File: src/dcec_pkg.sv
// package for the dma channel enable control block
// assumes a single core_clk domain and an apb register bus
package dcec_pkg;

  // ******************************************
  // register map
  // ******************************************
  localparam logic [7:0]  ENABLE_REG_OFS   = 8'h00;
  localparam logic [7:0]  MODE_REG_OFS     = 8'h04;
  localparam logic [7:0]  STATUS_REG_OFS   = 8'h08;
  localparam logic [7:0]  COUNT_REG_OFS    = 8'h0C;
  localparam logic [7:0]  FIFO_REG_OFS     = 8'h10;
  localparam logic [7:0]  FIFOSTAT_REG_OFS = 8'h14;

  // ******************************************
  // field layout and reset values
  // ******************************************
  localparam int          CHANNELS         = 6;
  localparam int          AUTOINIT_POS     = 8;
  localparam int          COUNT_WIDTH      = 16;
  localparam logic [5:0]  ENABLE_RESET     = 6'h00;
  localparam logic [15:0] COUNT_RESET      = 16'h0004;
  localparam int          FIFO_DEPTH       = 32;
  localparam int          FIFO_WIDTH       = 32;

  typedef enum logic [1:0]
  {
    CH_IDLE = 2'b00,
    CH_MOVE = 2'b01,
    CH_DONE = 2'b10
  } dcec_chstate_t;

endpackage

File: src/dcec_fifo.sv
// parameterised flip-flop fifo with valid/ready on both sides
// assumes one clock and an active low asynchronous reset
module dcec_fifo
#(
  parameter int WIDTH = 32,
  parameter int DEPTH = 32
)
(
  input  wire logic             core_clk,
  input  wire logic             rst_b,
  input  wire logic             inValid,
  output logic                  inReady,
  input  wire logic [WIDTH-1:0] inData,
  output logic                  outValid,
  input  wire logic             outReady,
  output logic      [WIDTH-1:0] outData,
  output logic [$clog2(DEPTH):0] level
);

  localparam int AW = $clog2(DEPTH);

  logic [WIDTH-1:0] mem_q [DEPTH];
  logic [AW-1:0]    wrPtr_q;
  logic [AW-1:0]    wrPtr_d;
  logic [AW-1:0]    rdPtr_q;
  logic [AW-1:0]    rdPtr_d;
  logic [AW:0]      count_q;
  logic [AW:0]      count_d;
  logic             push;
  logic             pop;

  always_comb
  begin
    inReady  = (count_q != (AW+1)'(DEPTH));
    outValid = (count_q != '0);
    push     = inValid && inReady;
    pop      = outValid && outReady;
    wrPtr_d  = push ? AW'(wrPtr_q + 1'b1) : wrPtr_q;
    rdPtr_d  = pop ? AW'(rdPtr_q + 1'b1) : rdPtr_q;
    count_d  = count_q;
    if (push && !pop)
    begin
      count_d = count_q + 1'b1;
    end
    else if (pop && !push)
    begin
      count_d = count_q - 1'b1;
    end
    outData = mem_q[rdPtr_q];
    level   = count_q;
  end

  always_ff @(posedge core_clk or negedge rst_b)
  begin
    if (!rst_b)
    begin
      wrPtr_q <= '0;
      rdPtr_q <= '0;
      count_q <= '0;
    end
    else
    begin
      wrPtr_q <= wrPtr_d;
      rdPtr_q <= rdPtr_d;
      count_q <= count_d;
    end
  end

  // storage has no reset; only written on push
  always_ff @(posedge core_clk)
  begin
    if (push)
    begin
      mem_q[wrPtr_q] <= inData;
    end
  end

endmodule

File: src/dcec_enable_ctrl.sv
// six-channel dma enable control with apb registers and a data fifo
// assumes apb master on core_clk; element requests come from same-clock logic
//
// Contract
// - one enable bit per channel, six channels
// - completion clears bit unless auto mode
// - auto modes keep bit set after completion
// - writing one starts that channel's transfer if its enable bit is clear
//
// The register offsets and the APB slave port were chosen for this implementation.
module dcec_enable_ctrl
#(
  parameter int CHANNELS   = dcec_pkg::CHANNELS,
  parameter int FIFO_DEPTH = dcec_pkg::FIFO_DEPTH
)
(
  input  wire logic                core_clk,
  input  wire logic                rst_b,
  input  wire logic                psel,
  input  wire logic                penable,
  input  wire logic                pwrite,
  input  wire logic [7:0]          paddr,
  input  wire logic [31:0]         pwdata,
  output logic      [31:0]         prdata,
  output logic                     pready,
  output logic                     pslverr,
  input  wire logic [CHANNELS-1:0] elemReq,
  input  wire logic [31:0]         elemData,
  output logic      [CHANNELS-1:0] channelEnable,
  output logic      [CHANNELS-1:0] blockDone,
  output logic      [CHANNELS-1:0] chanStart
);

  localparam int CW = dcec_pkg::COUNT_WIDTH;
  localparam int FW = $clog2(FIFO_DEPTH);

  // ******************************************
  // state
  // ******************************************
  logic [CHANNELS-1:0] enable_q;
  logic [CHANNELS-1:0] enable_d;
  logic [CHANNELS-1:0] autobuffer_mode_q;
  logic [CHANNELS-1:0] autobuffer_mode_d;
  logic [CHANNELS-1:0] autoinit_mode_q;
  logic [CHANNELS-1:0] autoinit_mode_d;
  logic [CW-1:0]       blockLen_q;
  logic [CW-1:0]       blockLen_d;
  logic [CW-1:0]       remain_q [CHANNELS];
  logic [CW-1:0]       remain_d [CHANNELS];
  logic [CHANNELS-1:0] done_q;
  logic [CHANNELS-1:0] done_d;
  logic [CHANNELS-1:0] start_q;
  logic [CHANNELS-1:0] start_d;
  logic [31:0]         prdata_q;
  logic [31:0]         prdata_d;
  logic [CHANNELS-1:0] moveNow;
  logic [CHANNELS-1:0] completeNow;
  logic [CHANNELS-1:0] wrSet;
  logic                apbAccess;
  logic                enableWr;
  logic                modeWr;
  logic                countWr;
  logic                fifoRd;
  logic                mapped;
  logic                fifoInValid;
  logic                fifoInReady;
  logic                fifoOutValid;
  logic [31:0]         fifoOutData;
  logic [FW:0]         fifoLevel;
  logic [2:0]          grantIdx;
  logic                grantAny;

  // ******************************************
  // apb decode
  // ******************************************
  always_comb
  begin
    apbAccess = psel && penable;
    enableWr  = apbAccess && pwrite && (paddr == dcec_pkg::ENABLE_REG_OFS);
    modeWr    = apbAccess && pwrite && (paddr == dcec_pkg::MODE_REG_OFS);
    countWr   = apbAccess && pwrite && (paddr == dcec_pkg::COUNT_REG_OFS);
    fifoRd    = apbAccess && !pwrite && (paddr == dcec_pkg::FIFO_REG_OFS);
    mapped    = (paddr == dcec_pkg::ENABLE_REG_OFS) || (paddr == dcec_pkg::MODE_REG_OFS)
             || (paddr == dcec_pkg::STATUS_REG_OFS) || (paddr == dcec_pkg::COUNT_REG_OFS)
             || (paddr == dcec_pkg::FIFO_REG_OFS) || (paddr == dcec_pkg::FIFOSTAT_REG_OFS);
    pready    = 1'b1;
    pslverr   = apbAccess && !mapped;
  end

  // ******************************************
  // element arbitration into the fifo
  // ******************************************
  always_comb
  begin
    grantAny = 1'b0;
    grantIdx = 3'h0;
    for (int i = CHANNELS - 1; i >= 0; i--)
    begin
      if (elemReq[i] && enable_q[i])
      begin
        grantAny = 1'b1;
        grantIdx = 3'(i);
      end
    end
    fifoInValid = grantAny;
    moveNow     = '0;
    if (grantAny && fifoInReady)
    begin
      moveNow[grantIdx] = 1'b1;
    end
  end

  // ******************************************
  // per-channel enable, counts and completion
  // ******************************************
  generate
    for (genvar c = 0; c < CHANNELS; c++)
    begin : g_chan
      always_comb
      begin
        completeNow[c] = moveNow[c] && (remain_q[c] == CW'(1));
        wrSet[c]       = enableWr && pwdata[c];
        remain_d[c]    = remain_q[c];
        if (wrSet[c] && !enable_q[c])
        begin
          remain_d[c] = blockLen_q;
        end
        else if (completeNow[c])
        begin
          remain_d[c] = blockLen_q;
        end
        else if (moveNow[c])
        begin
          remain_d[c] = CW'(remain_q[c] - 1'b1);
        end
        // cpu write first, completion overrides it unless the channel is in autobuffer or autoinit mode
        enable_d[c] = enableWr ? pwdata[c] : enable_q[c];
        if (completeNow[c] && !autobuffer_mode_q[c] && !autoinit_mode_q[c])
        begin
          enable_d[c] = 1'b0;
        end
        done_d[c]  = completeNow[c];
        start_d[c] = enable_d[c] && !enable_q[c];
      end

      always_ff @(posedge core_clk or negedge rst_b)
      begin
        if (!rst_b)
        begin
          remain_q[c] <= dcec_pkg::COUNT_RESET;
        end
        else
        begin
          remain_q[c] <= remain_d[c];
        end
      end
    end
  endgenerate

  // ******************************************
  // control registers
  // ******************************************
  always_comb
  begin
    autobuffer_mode_d = modeWr ? pwdata[CHANNELS-1:0] : autobuffer_mode_q;
    autoinit_mode_d   = modeWr ? pwdata[dcec_pkg::AUTOINIT_POS +: CHANNELS] : autoinit_mode_q;
    blockLen_d        = blockLen_q;
    if (countWr)
    begin
      blockLen_d = (pwdata[CW-1:0] == '0) ? CW'(1) : pwdata[CW-1:0];
    end
  end

  // ******************************************
  // read data
  // ******************************************
  always_comb
  begin
    prdata_d = prdata_q;
    if (psel && !penable && !pwrite)
    begin
      prdata_d = 32'h0000_0000;
      unique case (paddr)
        dcec_pkg::ENABLE_REG_OFS:
          prdata_d[CHANNELS-1:0] = enable_q;
        dcec_pkg::MODE_REG_OFS:
        begin
          prdata_d[CHANNELS-1:0]                          = autobuffer_mode_q;
          prdata_d[dcec_pkg::AUTOINIT_POS +: CHANNELS]    = autoinit_mode_q;
        end
        dcec_pkg::STATUS_REG_OFS:
        begin
          prdata_d[CW-1:0]  = remain_q[paddr[1:0]];
          prdata_d[CW +: 3] = 3'h0;
        end
        dcec_pkg::COUNT_REG_OFS:
          prdata_d[CW-1:0] = blockLen_q;
        dcec_pkg::FIFO_REG_OFS:
          prdata_d = fifoOutValid ? fifoOutData : 32'h0000_0000;
        dcec_pkg::FIFOSTAT_REG_OFS:
          prdata_d[FW:0] = fifoLevel;
        default:
          prdata_d = 32'h0000_0000;
      endcase
    end
  end

  always_ff @(posedge core_clk or negedge rst_b)
  begin
    if (!rst_b)
    begin
      enable_q          <= dcec_pkg::ENABLE_RESET;
      autobuffer_mode_q <= '0;
      autoinit_mode_q   <= '0;
      blockLen_q        <= dcec_pkg::COUNT_RESET;
      done_q            <= '0;
      start_q           <= '0;
      prdata_q          <= 32'h0000_0000;
    end
    else
    begin
      enable_q          <= enable_d;
      autobuffer_mode_q <= autobuffer_mode_d;
      autoinit_mode_q   <= autoinit_mode_d;
      blockLen_q        <= blockLen_d;
      done_q            <= done_d;
      start_q           <= start_d;
      prdata_q          <= prdata_d;
    end
  end

  always_comb
  begin
    prdata        = prdata_q;
    channelEnable = enable_q;
    blockDone     = done_q;
    chanStart     = start_q;
  end

  // ******************************************
  // data fifo
  // ******************************************
  dcec_fifo
  #(
    .WIDTH (dcec_pkg::FIFO_WIDTH),
    .DEPTH (FIFO_DEPTH)
  )
  u_fifo
  (
    .core_clk (core_clk),
    .rst_b    (rst_b),
    .inValid  (fifoInValid),
    .inReady  (fifoInReady),
    .inData   (elemData),
    .outValid (fifoOutValid),
    .outReady (fifoRd),
    .outData  (fifoOutData),
    .level    (fifoLevel)
  );

endmodule

File: config.mk
export PLATFORM = sky130hd
export DESIGN_NAME = dcec_enable_ctrl
export DESIGN_NICKNAME = d
export VERILOG_FILES = /design/src/dcec_pkg.sv /design/src/dcec_fifo.sv /design/src/dcec_enable_ctrl.sv
export SDC_FILE = /design/constraint.sdc
export NUM_CORES = 2
export LEC_CHECK = 0
export BUFFER_PORTS_ARGS = -buffer_cell sky130_fd_sc_hd__buf_2
export CAP_MARGIN = 20
export CORE_ASPECT_RATIO = 0.8
export CORE_MARGIN = 2
export CORE_UTILIZATION = 45
export DETAILED_ROUTE_END_ITERATION = 7
export PLACE_DENSITY = 0.73
export SKIP_LAST_GASP = 1
export SLEW_MARGIN = 20
export SYNTH_ARGS = -nofsm -noshare
export SYNTH_HDL_FRONTEND = slang
export SYNTH_SLANG_ARGS = --single-unit
export TNS_END_PERCENT = 20
File: constraint.sdc
create_clock -name core_clk -period 5.6 [get_ports core_clk]
set_input_delay 0.56 -clock core_clk [delete_from_list [all_inputs] [get_ports core_clk]]
set_output_delay 0.56 -clock core_clk [all_outputs]
set_load 0.02 [all_outputs]
After elaboration in Yosys (flattened, before gate mapping)
Memory sizes are Yosys's and may differ from the RTL's.
Cells that the tools add are included.
Widths: inputs -> output; s select.
{"block": "word_totals", "ff_bits": 190, "mem_bits_rw": 1024, "input_bits": 83, "output_inout_bits": 52, "wordCells": 198, "n_memories": 1}
{"name": "u_fifo.mem_q", "words": 32, "word_bits": 32, "rd": 1, "rd_clocked_by_memory_dff": 0, "wr": 1, "line_no": "dcec_fifo.sv:22", "text": "logic [WIDTH-1:0] mem_q [DEPTH];"}
{"block": "op_classes", "add_sub_neg": 10, "n_lt_le_gt_ge": 3, "eq_ne": 12, "n_mux": 60, "bitwise_logic": 1, "n_reduce_logical": 95}
{"operator": "$mux 16", "n": 21}
{"operator": "$eq 16x1->1 const B", "n": 6}
{"operator": "$sub 16x1->16 const B", "n": 6}
{"operator": "$logic_and 1x1->1", "n": 57}
{"operator": "$bmux 16 s3", "n": 1}
{"operator": "$pmux 6 s6", "n": 1}
{"operator": "$mux 32", "n": 1}
{"operator": "$pmux 6 s4", "n": 1}
{"operator": "$logic_not 1->1", "n": 23}
{"operator": "$mux 1", "n": 21}
{"operator": "$mux 3", "n": 7}
{"operator": "$mux 6", "n": 3}
{"operator": "$reduce_bool 3->1", "n": 6}
{"operator": "$eq 8x4->1 const B", "n": 2}
{"operator": "$eq 8x5->1 const B", "n": 2}
{"operator": "$logic_not 16->1", "n": 1}
{"operator": "$mux 13", "n": 1}
{"operator": "$pmux 2 s3", "n": 2}
{"operator": "$add 5x1->5 const B", "n": 2}
{"operator": "$eq 8x3->1 const B", "n": 1}
{"operator": "$logic_not 8->1", "n": 1}
{"operator": "$add 6x1->6 const B", "n": 1}
{"operator": "$ne 6x6->1 const B", "n": 1}
{"operator": "$reduce_bool 6->1", "n": 1}
{"operator": "8 further kinds", "n": 12}

Logic depth before layout (Yosys ltp)
{"block": "logic_depth", "word_depth": 17, "depth_mapped": 15, "depth_no_buf": 14}

By module
Synthesis repeated with hierarchy kept, for this count alone.
{"block": "hier_totals", "cells_unflattened": 2979, "hier_area_um2": 49864.1}
{"module": "dcec_fifo", "n_inst": 1, "cells_each": 1810, "area_per_inst_um2": 39738.1, "seq_area_each_um2": 31149.9}
{"module": "dcec_enable_ctrl", "n_inst": 1, "cells_each": 1169, "area_per_inst_um2": 10126.0, "seq_area_each_um2": 4362.9}

Worst setup path after synthesis
Ideal clock, no wire load.
{"block": "synth_timing", "path_type": "input to register", "start": "in paddr[0]", "end": "reg u_fifo.count_q[5], in the netlist u_fifo.level[5]", "setup_ns": 0.130, "arrival_time_ns": 3.562, "required_ns": 5.470, "path_slack_ns": 1.908, "cell_stages": 15, "n_path_buf": 1, "path_cell_list": "buf_2 nor4_2 nand3_1 or2_2 nor3_1 inv_1 ha_1 inv_1 ha_1 a21o_1 a21oi_1 nor2_1 nand4_1 o211ai_1 xor2_1"}
{"block": "synth_via", "elab_chain_len": 6, "word_cells_on_any_way": 8, "classes_between": "1 x eq/ne; 1 x mux; 6 x reduce/logical"}
{"element": "from (decl)", "line_no": "dcec_enable_ctrl.sv:22", "text": "input wire logic [7:0] paddr,"}
{"element": "$eq 8x5->1 *", "line_no": "dcec_enable_ctrl.sv:82", "text": "fifoRd = apbAccess && !pwrite && (paddr == dcec_pkg::FIFO_REG_OFS);"}
{"element": "$logic_and 1x1->1 *", "line_no": "dcec_enable_ctrl.sv:82"}
{"element": "$logic_and 1x1->1 *", "line_no": "dcec_fifo.sv:37", "text": "pop = outValid && outReady;"}
{"element": "$logic_not 1->1", "line_no": "dcec_fifo.sv:41", "text": "if (push && !pop)"}
{"element": "$logic_and 1x1->1", "line_no": "dcec_fifo.sv:41"}
{"element": "$mux 6 / $reduce_bool 2->1 (equally long branches)"}
{"element": "to (signal assigned)", "line_no": "dcec_fifo.sv:65", "text": "count_q <= count_d;"}
{"element": "to (decl)", "line_no": "dcec_fifo.sv:27", "text": "logic [AW:0] count_q;"}
Every way passes the cells marked *; elsewhere a longest branch is shown, timed or not.
A chain may end at the register's enable or synchronous reset.

Final worst setup path
{"block": "layout_timing", "start": "reg u_fifo.count_q[1], in the netlist u_fifo.level[1]", "end": "reg u_fifo.count_q[5], in the netlist u_fifo.level[5]"}
{"block": "layout_via", "elab_chain_len": 5, "word_cells_on_any_way": 13, "classes_between": "2 x add/sub; 1 x eq/ne; 2 x mux; 8 x reduce/logical"}
{"element": "branches (longest 5 deep; another with $sub 6x1->6)"}
Parallel ways; which one is timed is not known. The select of a mux whose other input is x is not followed.

==> flow_metrics.py <==
metrics = {
    "status": {
        "outcome": "finished, final reports clean",
    },
    "timing": {
        "timing.final.hold_violations": 0,
        "timing.final.crit_period_ns": 3.77,
        "timing.final.max_slew_violations": 0,
        "setup_tns_ns": 0,
        "clock.fmax_mhz": 265,
        "finalSetupViolCount": 0,
        "relSlewSlack_pct": 26.3,
        "fin_ws_ns": 1.83,
        "final_min_period_over_clock_period_pct": 67.4,
        "setup_repair_after_global_routing_missed_its_margin": "no",
        "finClkSkew_ns": 0.0468,
        "worst_margin_pin_slew_ns": 1.10,
        "final.hold.worst_slack_ns": 0.0717,
    },
    "synthesis": {
        "synth-edff-count": 1024,
        "synth.cell_area_mm2": 0.0499,
        "syn_area_per_cell_um2": 17.0,
        "synthesis.instances": 2940,
        "ys_seq_area_share_pct": 71.1,
        "async_reset_ff_share_pct": 15.7,
        "distinct_cells_synth": 90,
        "synth-warning-count": 0,
        "synth_net_count": 3046,
        "yosys_most_used_dff": "edfxtp_1",
        "yosys_register_bits": 1214,
    },
    "setup_path": {
        "path_class": "flop to flop",
        "cp_max_fanout": 6,
        "timing.critical_path.from_type": "flop",
        "setup.worst_path.end_class": "flop",
        "reg2reg_from": "u_fifo.level[1]$_DFFE_PN0P_",
        "cp_data_required_time_ns": 6.21,
        "critPathArrivalTime_ns": 4.38,
        "cp-startpoint": "u_fifo.level[1]$_DFFE_PN0P_",
    },
    "hold_path": {
        "worst_hold_startpoint": "pwdata[6]",
        "min_path_type": "input pin to flop",
    },
    "placement": {
        "dp.final_hpwl_um": 77000,
        "gpl.final_weighted_congestion": 0.919,
        "port_buf_inserts": 117,
        "preCtsSetupSlack_ns": 1.48,
    },
    "floorplan": {
        "initial_cell_density_of_the_core_pct": 45.3,
        "floorplan.core_area_mm2": 0.110,
        "top_level_ports": 135,
        "die_w_um": 376,
        "die_h_um": 302,
        "rows": 109,
        "die_area_mm2": 0.114,
    },
    "global_routing": {
        "global_route.overflow_total": 0,
        "initial_antenna_violation_count": 3,
        "grt_pass1_vias": 28200,
        "grt_usage_pct": 22.6,
        "first_pass_grt_wire_length_um": 190000,
        "grt_start_max_net_pins": 134,
    },
    "detailed_routing": {
        "drt_first_pass_iters": 5,
        "drt_iter0_markers": 3987,
        "drtAntennaViolNets": 0,
        "drc": 0,
        "avgViaCountPerCell": 6.36,
        "dr_total_vias": 29400,
        "routedWlPerCell_um": 27.9,
        "detail_route.wirelength_um": 129000,
    },
    "clocking": {
        "cts_tree": "built",
        "cts.sink_count": 1214,
        "clk_latency_ns": 0.73,
        "holdBufCountCts": 1,
        "post_cts.resized_instances": 0,
        "root_buffer": "clkbuf_16",
        "postCtsSetupBuffers": 0,
        "clk_pin_slew_worst_paths_ns": 0.06,
        "number_of_buffers_added_by_the_clock_tree_synthesis_step": 114,
        "cts_max_path_buffers": 3,
        "cts-htree-levels": 3,
    },
    "power_and_ir_drop": {
        "power.leakage_nw": 18.7,
        "max-vdd-ir-drop_uv": 259,
        "total_power_w": 0.0185,
        "p_per_area_mw_per_mm2": 329,
    },
    "flow_run": {
        "maxCapViolCount": 0,
    },
    "final_layout": {
        "antenna_cells_inserted": 0,
        "drive_above_1_share_pct": 21.8,
        "fill_cell_instance_count_of_the_final_layout": 8635,
        "finalNetCount": 3190,
        "final_core_utilization_pct": 51.1,
        "area_delta_synth_final_pct": 12.9,
    },
}
logic make-up after synthesis:
family / synth area share (%)
AO/OA/AOI/OAI: 7.34
other: 0.00751
multiplexers: 13.1
XOR/XNOR: 0.228
flip-flops: 71.1
buffers and inverters: 1.86
AND/OR/NAND/NOR: 5.73
adder cells (fa/ha/maj): 0.591
state kept, by name, indices dropped and copies added (netlist names):
signal	flops
blockLen_q	16
u_fifo.level	6
u_fifo.rdPtr_q	5
prdata	32
blockDone	6
autoinit_mode_q	6
remain_q	96
chanStart	6
u_fifo.wrPtr_q	5
channelEnable	6
u_fifo.mem_q	1024
autobuffer_mode_q	6
worst max-delay path, stage by stage, from the launching register on:
cell,delay [ns]
dfrtp_1,0.47
nor4_1,0.95
a211o_1,0.28
or2_2,0.14
nor3_1,0.05
buf_4,0.17
inv_1,0.06
ha_1,0.24
inv_1,0.16
ha_1,0.30
a21o_1,0.16
a21oi_1,0.22
nor2_1,0.10
nand4_1,0.10
o211ai_1,0.11
xor2_1,0.16
cells in the mapped netlist, drive strengths merged (5+ instances only):
library cell  instances  area share [%]
nor4b                10            0.22
or3                  19            0.24
xnor2                10            0.18
dfstp                 7            0.37
edfxtp             1024              62
a32o                 16            0.32
nor2                127            0.95
and3                 12            0.15
mux2i               105             2.1
o221ai               17            0.30
nand3                56            0.56
o22a                  8            0.14
mux4                230              10
o21ai                90            0.90
nor3b                 5           0.075
nand4                33            0.41
nor3                 46            0.49
ha                   22            0.55
or2                   7           0.088
nand3b                9            0.15
o31ai                19            0.30
or4                  11            0.17
a21oi                83            0.83
nor2b                 9            0.11
buf                  63            0.68
nand2b                8            0.10
a22o                 21            0.37
a31oi                53            0.66
nor4                 29            0.38
o211ai               19            0.29
a211oi               29            0.45
mux2                 28            0.63
a2bb2oi               5           0.088
inv                  60            0.45
nand2               172             1.3
and2                 12            0.15
o22ai                50            0.63
a22oi                42            0.63
a2111oi               9            0.16
clkbuf               95            0.71
a211o                10            0.18
dfrtp               183             9.2
a221o                 9            0.18
o311ai                9            0.16
report_power, final:
part,switching (W),internal [W]
Sequential,0.000122,0.00990
Combinational,0.000512,0.000262
Clock,0.00340,0.00432
layer usage:
metal	routed length, um	GRT usage, %
met5	0	0
met3	13200	4.50
met2	58900	33.8
met1	53700	33.7
met4	3420	6.73
final timing paths:
path                       slack (ns)                             to  cells past startpoint
setup / recovery                 1.83    u_fifo.level[5]$_DFFE_PN0P_                     15
hold / removal                   0.07      blockLen_q[6]$_DFFE_PN0P_                      3
setup reg to reg                 1.83    u_fifo.level[5]$_DFFE_PN0P_                     15
hold reg to reg                  0.50         prdata[30]$_DFFE_PN0P_                      1
max in group asynchronous        3.96  u_fifo.rdPtr_q[0]$_DFFE_PN0P_                      3
min in group asynchronous        0.36       remain_q[27]$_DFFE_PN0P_                      2
placed cells by master (no fill, tap or decap), drive strengths merged, types with 19 or more instances in the layout:
cell type,n
inv,67
a211oi,29
nor3,46
o211ai,19
a21oi,83
clkinv,50
nor2,127
mux4,230
nand4,33
clkbuf,141
a31oi,53
buf,186
mux2i,105
a22o,21
nor4,29
o31ai,19
a22oi,42
mux2,28
ha,22
o22ai,50
nand3,56
dfrtp,183
nand2,172
edfxtp,1024
o21ai,90
or3,19
layout make-up:
type	count	area [um^2]	area share, %
clock buffer	141	3030	5.37
clock inverter	71	723	1.28
inverter	60	225	0.400
multi-input combinational	1507	13800	24.4
sequential	1214	35500	63.0
tap	1443	1810	3.20
timing repair buffer	187	1290	2.28
stage by stage:
stage          instances  area [um^2]
2_1_floorplan       2940        49900
3_3_place_gp        4410        52600
3_5_place_dp        4410        52600
4_1_cts             4623        56300
5_1_grt             4623        56400
6_report            4623        56400
(Power assumes the default switching activity.)
